===== config.mk =====
export PLATFORM = sky130hd
export DESIGN_NAME = fpec_ctrl
export DESIGN_NICKNAME = d
export VERILOG_FILES = /design/src/include/fpec_pkg.sv /design/src/hdl/fpec_blk_decode.sv /design/src/hdl/fpec_ctrl.sv
export SDC_FILE = /design/constraint.sdc
export NUM_CORES = 1
export LEC_CHECK = 0
export BUFFER_PORTS_ARGS = -buffer_cell sky130_fd_sc_hd__buf_4
export CAP_MARGIN = 20
export CORE_ASPECT_RATIO = 1.5
export CORE_MARGIN = 4
export CORE_UTILIZATION = 51
export DETAILED_ROUTE_END_ITERATION = 8
export PLACE_DENSITY = 0.82
export SYNTH_ARGS = -nofsm -noshare
export SYNTH_HDL_FRONTEND = slang
export SYNTH_SLANG_ARGS = --single-unit

===== constraint.sdc =====
create_clock -name clk_sys -period 2.8 [get_ports clk_sys]
set_clock_uncertainty 0.1 [all_clocks]
set_input_delay 0 -clock clk_sys [delete_from_list [all_inputs] [get_ports clk_sys]]
set_output_delay 0 -clock clk_sys [all_outputs]
set_load 0.03 [all_outputs]

===== src/include/fpec_pkg.sv =====
// package for the flash program/erase control block
package fpec_pkg;

    // ------------------------------------------------------------
    // register offsets (byte addresses)
    // ------------------------------------------------------------
    localparam logic [7:0] FPEC_OFS_MODE = 8'h00;
    localparam logic [7:0] FPEC_OFS_STAT = 8'h04;
    localparam logic [7:0] FPEC_OFS_BLK = 8'h08;
    localparam logic [7:0] FPEC_OFS_PWR = 8'h0C;
    localparam logic [7:0] FPEC_OFS_GATE = 8'h10;
    localparam logic [7:0] FPEC_OFS_ISTAT = 8'h14;
    localparam logic [7:0] FPEC_OFS_IMASK = 8'h18;
    localparam logic [7:0] FPEC_OFS_TARGET = 8'h1C;

    // ------------------------------------------------------------
    // field positions and reset values
    // ------------------------------------------------------------
    localparam int FPEC_B_WGATE = 6;
    localparam int FPEC_B_CSU = 5;
    localparam int FPEC_B_WSU = 4;
    localparam int FPEC_B_CCHK = 3;
    localparam int FPEC_B_WCHK = 2;
    localparam int FPEC_B_CLR = 1;
    localparam int FPEC_B_WR = 0;
    localparam int FPEC_B_HI = 7;
    localparam logic [7:0] FPEC_MODE_MASK = 8'h7F;
    localparam logic [7:0] FPEC_RST8 = 8'h00;
    localparam int FPEC_NBLK = 5;
    localparam logic [4:0] FPEC_BLK_RST = 5'h00;
    localparam logic [1:0] FPEC_IRQ_RST = 2'h0;
    localparam int FPEC_IRQ_FAULT = 1;
    localparam int FPEC_IRQ_DONE = 0;

    // ------------------------------------------------------------
    // array geometry
    // ------------------------------------------------------------
    localparam logic [14:0] FPEC_SMALL_END = 15'h1000;
    localparam logic [6:0] FPEC_UNIT_OFS = 7'h00;
    localparam int FPEC_SMALL_SH = 10;

    // ------------------------------------------------------------
    // array operating modes
    // ------------------------------------------------------------
    typedef enum logic [2:0] {
        FPEC_IDLE = 3'b000,
        FPEC_WR_SETUP = 3'b001,
        FPEC_CLR_SETUP = 3'b010,
        FPEC_WRITING = 3'b011,
        FPEC_CLEARING = 3'b100,
        FPEC_WR_CHK = 3'b101,
        FPEC_CLR_CHK = 3'b110,
        FPEC_PROTECT = 3'b111
    } fpec_mode_t;

    typedef struct packed {
        fpec_mode_t mode;
        logic [14:0] addr;
        logic [4:0] blocks;
        logic low_power;
    } fpec_array_t;

endpackage


===== src/hdl/fpec_blk_decode.sv =====
// maps a flash address onto its erase block and checks unit alignment
`timescale 1ns/1ns
`default_nettype none
module fpec_blk_decode
    import fpec_pkg::*;
(
    input wire logic [14:0] addr,
    output logic [4:0] blk_onehot,
    output logic unit_aligned
);
    always_comb begin
        blk_onehot = FPEC_BLK_RST;
        if (addr < FPEC_SMALL_END) begin
            blk_onehot[addr[FPEC_SMALL_SH+1:FPEC_SMALL_SH]] = 1'b1; // RQ2
        end else begin
            blk_onehot[FPEC_NBLK-1] = 1'b1; // RQ2
        end
        unit_aligned = (addr[6:0] == FPEC_UNIT_OFS); // RQ1
    end
endmodule
`default_nettype wire


===== src/hdl/fpec_ctrl.sv =====
// flash program/erase control registers and mode sequencer
// Function
// RQ1 - program in 128-byte units starting at low byte 00 or 80
// RQ2 - five erase blocks: four 1-kbyte, one 28-kbyte; erase hits one
// RQ3 - software clears whole array by erasing each block in turn
// RQ4 - write gate bit 6 enables; when 0 other bits and blocks stay 0
// RQ5 - erase-setup bit 5 enters erase setup state; clear cancels
// RQ6 - program-setup bit 4 enters program setup state; clear cancels
// RQ7 - erase-verify bit 3 selects erase-verify mode
// RQ8 - program-verify bit 2 selects program-verify mode
// RQ9 - erase bit 1 enters erase mode only with gate and setup
// RQ10 - program bit 0 enters program mode only with gate and setup
// RQ11 - control register resets to zero; bit 7 reads zero
// RQ12 - failed operation sets fault bit 7 and protects the array
// RQ13 - block select clears when gate is 0 or several bits set
// RQ14 - power-down bit 0 lets subactive mode power down the array; the code allows it while bit 7 is 0
// RQ15 - control registers reachable only while access gate bit 7 set
// RQ16 - no activity when program or erase set without gate or setup
`timescale 1ns/1ns
`default_nettype none
module fpec_ctrl
    import fpec_pkg::*;
(
    input wire logic clk_sys,
    input wire logic reset_n,
    input wire logic psel,
    input wire logic penable,
    input wire logic pwrite,
    input wire logic [7:0] paddr,
    input wire logic [31:0] pwdata,
    output logic [31:0] prdata,
    output logic pready,
    output logic pslverr,
    input wire logic subactive,
    input wire logic op_fail,
    output var fpec_array_t array_ctl,
    output logic irq
);
    // ------------------------------------------------------------
    // bus decode
    // ------------------------------------------------------------
    logic wr_en;
    logic rd_en;
    logic gated_reg;
    logic mapped;
    logic sub_s1_q;
    logic sub_s2_q;
    logic fail_s1_q;
    logic fail_s2_q;
    logic [7:0] mode_q, mode_d;
    logic fault_q, fault_d;
    logic [4:0] blk_q, blk_d;
    logic pwr_q, pwr_d;
    logic gate_q, gate_d;
    logic [1:0] ist_q, ist_d;
    logic [1:0] imask_q, imask_d;
    logic [14:0] tgt_q, tgt_d;
    logic [31:0] rdata_d, rdata_q;
    logic err_d;
    fpec_mode_t st_q, st_d;
    fpec_array_t arr_d;
    logic [4:0] tgt_blk;
    logic tgt_aligned;
    logic busy;
    logic busy_q;

    assign pready = 1'b1;
    assign prdata = rdata_q;
    assign gated_reg = (paddr == FPEC_OFS_MODE) || (paddr == FPEC_OFS_STAT)
        || (paddr == FPEC_OFS_BLK) || (paddr == FPEC_OFS_PWR);
    assign mapped = gated_reg || (paddr == FPEC_OFS_GATE)
        || (paddr == FPEC_OFS_ISTAT) || (paddr == FPEC_OFS_IMASK)
        || (paddr == FPEC_OFS_TARGET);
    // access phase, refused when decode fails or a gated register is hit while the gate is shut
    assign wr_en = psel && penable && pwrite && mapped
        && !(gated_reg && !gate_q); // RQ15
    assign rd_en = psel && !penable && !pwrite;

    // ------------------------------------------------------------
    // input synchronisers
    // ------------------------------------------------------------
    always_ff @(posedge clk_sys or negedge reset_n) begin
        if (!reset_n) begin
            sub_s1_q <= 1'b0;
            sub_s2_q <= 1'b0;
            fail_s1_q <= 1'b0;
            fail_s2_q <= 1'b0;
        end else begin
            sub_s1_q <= subactive;
            sub_s2_q <= sub_s1_q;
            fail_s1_q <= op_fail;
            fail_s2_q <= fail_s1_q;
        end
    end

    fpec_blk_decode u_dec (
        .addr(tgt_q),
        .blk_onehot(tgt_blk),
        .unit_aligned(tgt_aligned)
    );

    // ------------------------------------------------------------
    // register next values
    // ------------------------------------------------------------
    always_comb begin
        logic [7:0] w;
        w = pwdata[7:0];
        mode_d = mode_q;
        blk_d = blk_q;
        pwr_d = pwr_q;
        gate_d = gate_q;
        imask_d = imask_q;
        tgt_d = tgt_q;
        fault_d = fault_q;
        ist_d = ist_q;
        if (wr_en) begin
            case (paddr)
                FPEC_OFS_MODE: begin
                    mode_d = w & FPEC_MODE_MASK; // RQ11
                    if (!w[FPEC_B_WGATE]) begin
                        mode_d = FPEC_RST8; // RQ4
                    end else if (!mode_q[FPEC_B_WGATE]) begin
                        mode_d = FPEC_RST8; // RQ4
                        mode_d[FPEC_B_WGATE] = 1'b1;
                    end
                end
                FPEC_OFS_BLK: blk_d = w[FPEC_NBLK-1:0];
                FPEC_OFS_PWR: pwr_d = w[FPEC_B_HI];
                FPEC_OFS_GATE: gate_d = w[FPEC_B_HI]; // RQ15
                FPEC_OFS_ISTAT: ist_d = ist_q & ~w[1:0];
                FPEC_OFS_IMASK: imask_d = w[1:0];
                FPEC_OFS_TARGET: tgt_d = pwdata[14:0];
                default: ;
            endcase
        end
        if (!mode_d[FPEC_B_WGATE] || !mode_q[FPEC_B_WGATE]
            || ($countones(blk_d) > 1)) begin
            blk_d = FPEC_BLK_RST; // RQ13
        end
        // fault: a failure during activity, a misaligned program, or an erase whose target lies outside the selected block
        if ((fail_s2_q && busy)
            || (st_q == FPEC_WRITING && !tgt_aligned)
            || (st_q == FPEC_CLEARING && (blk_q != tgt_blk))) begin
            fault_d = 1'b1; // RQ12
            ist_d[FPEC_IRQ_FAULT] = 1'b1;
        end
        // operation completes when its mode bit is dropped
        if (busy_q && !busy) begin
            ist_d[FPEC_IRQ_DONE] = 1'b1;
        end
    end

    // ------------------------------------------------------------
    // mode sequencer
    // ------------------------------------------------------------
    assign busy = (st_q == FPEC_WRITING) || (st_q == FPEC_CLEARING);

    always_comb begin
        st_d = FPEC_IDLE;
        if (fault_q) begin
            st_d = FPEC_PROTECT; // RQ12
        end else if (mode_q[FPEC_B_WGATE] && mode_q[FPEC_B_CSU]
            && mode_q[FPEC_B_CLR]) begin
            st_d = FPEC_CLEARING; // RQ9
        end else if (mode_q[FPEC_B_WGATE] && mode_q[FPEC_B_WSU]
            && mode_q[FPEC_B_WR]) begin
            st_d = FPEC_WRITING; // RQ10
        end else if (mode_q[FPEC_B_CCHK]) begin
            st_d = FPEC_CLR_CHK; // RQ7
        end else if (mode_q[FPEC_B_WCHK]) begin
            st_d = FPEC_WR_CHK; // RQ8
        end else if (mode_q[FPEC_B_CSU]) begin
            st_d = FPEC_CLR_SETUP; // RQ5
        end else if (mode_q[FPEC_B_WSU]) begin
            st_d = FPEC_WR_SETUP; // RQ6
        end else begin
            st_d = FPEC_IDLE; // RQ16
        end
        arr_d.mode = st_d;
        arr_d.addr = tgt_q;
        arr_d.blocks = (st_d == FPEC_CLEARING) ? blk_q : FPEC_BLK_RST; // RQ2
        arr_d.low_power = sub_s2_q && !pwr_q; // RQ14
    end

    // ------------------------------------------------------------
    // read mux
    // ------------------------------------------------------------
    always_comb begin
        rdata_d = '0;
        err_d = 1'b0;
        if (rd_en) begin
            if (!mapped || (gated_reg && !gate_q)) begin
                err_d = 1'b1; // RQ15
            end else begin
                case (paddr)
                    FPEC_OFS_MODE: rdata_d[7:0] = mode_q; // RQ11
                    FPEC_OFS_STAT: rdata_d[FPEC_B_HI] = fault_q; // RQ12
                    FPEC_OFS_BLK: rdata_d[FPEC_NBLK-1:0] = blk_q;
                    FPEC_OFS_PWR: rdata_d[FPEC_B_HI] = pwr_q;
                    FPEC_OFS_GATE: rdata_d[FPEC_B_HI] = gate_q;
                    FPEC_OFS_ISTAT: rdata_d[1:0] = ist_q;
                    FPEC_OFS_IMASK: rdata_d[1:0] = imask_q;
                    FPEC_OFS_TARGET: rdata_d[14:0] = tgt_q;
                    default: rdata_d = '0;
                endcase
            end
        end else if (psel && penable) begin
            rdata_d = rdata_q;
            err_d = !mapped || (gated_reg && !gate_q);
        end
    end

    assign pslverr = psel && penable && err_d;

    // ------------------------------------------------------------
    // state registers
    // ------------------------------------------------------------
    always_ff @(posedge clk_sys or negedge reset_n) begin
        if (!reset_n) begin
            mode_q <= FPEC_RST8; // RQ11
            fault_q <= 1'b0;
            blk_q <= FPEC_BLK_RST;
            pwr_q <= 1'b0;
            gate_q <= 1'b0; // RQ15
            ist_q <= FPEC_IRQ_RST;
            imask_q <= FPEC_IRQ_RST;
            tgt_q <= '0;
            rdata_q <= '0;
            st_q <= FPEC_IDLE;
            busy_q <= 1'b0;
            array_ctl <= '0;
            irq <= 1'b0;
        end else begin
            mode_q <= mode_d;
            fault_q <= fault_d;
            blk_q <= blk_d;
            pwr_q <= pwr_d;
            gate_q <= gate_d;
            ist_q <= ist_d;
            imask_q <= imask_d;
            tgt_q <= tgt_d;
            rdata_q <= rdata_d;
            st_q <= st_d;
            busy_q <= busy;
            array_ctl <= arr_d;
            irq <= |(ist_d & imask_d);
        end
    end
endmodule
`default_nettype wire


==> results.cfg <==
[worst_setup_path]
cp_data_required_time_ns = 2.96
worstRegToRegCells = 11
cp_max_fo = 6
r2r_end = blk_q[0]
crit_chain = nor2_2 > nor3_2 > buf_4 > nand2_4 > nand2_1 > nand2_1 > fa_1 > ha_1 > nor2_1 > o211ai_1 > a221oi_1
crit_arrival_ns = 2.78
critPathSlowestCell = fa_1
reg2reg_from = gate_q
startpoint_type = register
crit_path_frequent_cell = nand2_1
r2r_slack_ns = 0.18
crit_type = register to register
worstSetupEndpointType = register
slowest_delay_ns = 0.49

[sta]
hold_violations = 0
slew_headroom_pct = 37.3
fin_crit_ns = 2.62
fmax_mhz = 382
report.final.setup_viol = 0
maxSlewViolCount = 0
fin_setup_tns_ns = 0
tightest_slew_ns = 0.940
timing.final.crit_share_pct = 93.5
rsz0062_at_grt = no
hold_ws_ns = 0.0137

[synth]
yosysUniqueCellTypes = 53
syn_area_um2 = 3550
ys_seq_area_share_pct = 55.7
synth_seq_cells = 79
synth_top_family_by_area = simple AND/OR/NAND/NOR gates
muxShareOfSynthArea_pct = 8.64
synth-compound-area-share_pct = 11.6
synth_ff_type = dfrtp_1
synth_edf_count = 0
async_flop_share_pct = 100
synth-warning-count = 0
synth_xor_area_share_pct = 0
yosys.area_share.simple_pct = 16.7
postSynthCellCount = 304
syn_area_per_cell_um2 = 11.7
synth-adder-area-share_pct = 0.916

[routing]
drt_iter0_drc = 199
ant_nets = 0
vias_per_cell = 5.66
wl_um = 8100
wl_per_cell_um = 16.8
drc = 0
vias = 2726
firstDrtPassIters = 4

[power_and_ir_drop]
vdd_drop_max_v = 0.000379
leakage_nw = 2.32
cellPowerDensity_nw_per_um2 = 547

[place]
place_area_um2 = 4090
place_congestion = 0.995
portBuffers = 70
dp_hpwl_um = 5820

[floorplan]
chipWidth_um = 76.1
rows = 37
io_pins = 106
fp.coreArea_um2 = 6810
dieArea_um2 = 8390
die_h_um = 110
start_util_pct = 52.2

[global_routing]
grtUsageTotal_pct = 20.5
grt_max_degree = 80
grt_busiest_layer = met2
grt.met3_usage_pct = 5.45
grt_pass1_wl_um = 13500
use_met2_pct = 35.2
use_met1_pct = 23.4
grt_overflow = 0
antenna_found_initial = 0
grt_pass1_vias = 2683

[cts]
cts_made_buffers = 9
cts_tree = done
cts_setup_buffers = 0
clock_latency_ns = 0.36
cts_max_level = 3
cts.root.buffer_cell = clkbuf_8
cts_num_sinks = 79
max-clock-path-buffers = 2
clkTransAtPathRegs_ns = 0.08

[job]
cap_violations = 0

[worst_hold_path]
hold_class = primary input to register
hold_depth = 3
whs_endpoint = prdata[6]
worstHoldStart = psel

[layout]
n_antenna_cell = 0
most-common-layout-cells = dfrtp_1 (79), buf_4 (76), nand2_1 (30)
final.fill_count = 505
postLayoutCoreUtil_pct = 66.4
finalNetCount = 448
area_growth_pct = 27.4
design_area_um2 = 4520
drive_above_1_share_pct = 30.7
mostFrequentLayoutCell = dfrtp_1

[outcome]
status = completed
-- power breakdown --
part | leakage, nW | total, mW | switching, mW | internal, mW
registers | 1.09 | 1.22 | 0.0419 | 1.18
logic | 1.12 | 0.305 | 0.190 | 0.115
clock network | 0.109 | 0.947 | 0.417 | 0.530
total | 2.32 | 2.47 | 0.649 | 1.83
-- routing by layer --
metal | vias to the layer above | wire [um] | share of wire [%]
met5 | - | 0 | 0
met4 | 0 | 271 | 3.3
met3 | 24 | 586 | 7.2
met2 | 103 | 4260 | 53
met1 | 1349 | 2980 | 37
li1 | 1250 | - | -
-- what timing repair did --
| action | 4_1_cts | 5_1_grt |
|---|---|---|
| endpoints found under the setup margin | 0 | 4 |
| hold buffers | 20 | 0 |
| hold endpoints to repair | 115 | 0 |
| gates resized for setup | 0 | 1 |
-- through the flow --
step	cells	total power, mW	worst slack (ns)
floorplan	320	1.41	0.351
global placement	446	1.52	0.131
detailed placement	446	1.53	0.0491
CTS	482	2.49	0.148
global route	482	2.57	0.0248
finish	482	2.47	0.181
-- layout make-up --
| cell class | count | area [um2] | area share (%) |
|---|---|---|---|
| Multi-Input combinational cell | 204 | 1410 | 31.2 |
| Timing Repair Buffer | 96 | 771 | 17.0 |
| Sequential cell | 79 | 1980 | 43.7 |
| Tap cell | 78 | 97.6 | 2.16 |
| Clock buffer | 10 | 138 | 3.04 |
| Clock inverter | 6 | 92.6 | 2.05 |
| Inverter | 9 | 33.8 | 0.747 |
-- sequential cells by signal, indices dropped and copies added, names as in the netlist, 2 cells and up --
signal / count
blk_q: 5
tgt_q: 15
st_q: 3
mode_q: 7
ist_q: 2
prdata: 15
array_ctl: 21
imask_q: 2
-- cells in the mapped netlist (3+ instances only) --
library cell  instances  share of area (%)
mux2_2                9                2.9
o21ai_0              11                1.6
mux2i_1               4                1.1
nand2_1              30                3.2
a22o_1               12                3.0
and3_1                5               0.88
a221oi_1              4               0.99
a31oi_1               3               0.53
or2_2                 3               0.53
a21oi_1               5               0.70
dfrtp_1              79                 56
nor3_1                6               0.85
nor4_1                4               0.70
nor2_1               13                1.4
nor2b_1               5               0.88
buf_4                18                3.8
and2_1                7                1.2
inv_1                 9               0.95
clkbuf_1              5               0.53
nand3_1              15                2.1
mux2_4               11                4.7
a22oi_1               5                1.1
-- critical path: cells and delay by family (launching register included) --
kind	cells	cell delay, ns
AOI/OAI and AO/OA	2	0.46
adders and majority gates	2	0.72
buffers and inverters	1	0.19
DFF	1	0.40
and+or+nand+nor	6	0.66
-- worst max-delay path by stage --
stage,start,end,slack (ns),cells past startpoint
final,gate_q,blk_q[0],0.18,11
after global routing,gate_q,blk_q[3],0.02,11
after CTS,gate_q,blk_q[1],0.15,11
after detailed placement,paddr[2],blk_q[1],0.05,11
after global placement,paddr[2],blk_q[4],0.13,11
after floorplan,paddr[5],blk_q[0],0.35,11
-- kinds of logic after synthesis --
| kind of cell | after synthesis |
|---|---|
| buf+inv | 37 |
| fa+ha+maj | 2 |
| other cells | 2 |
| flops | 79 |
| mux | 24 |
| simple gates | 105 |
| compound gates | 55 |
Power figures use the tool's default switching activity.
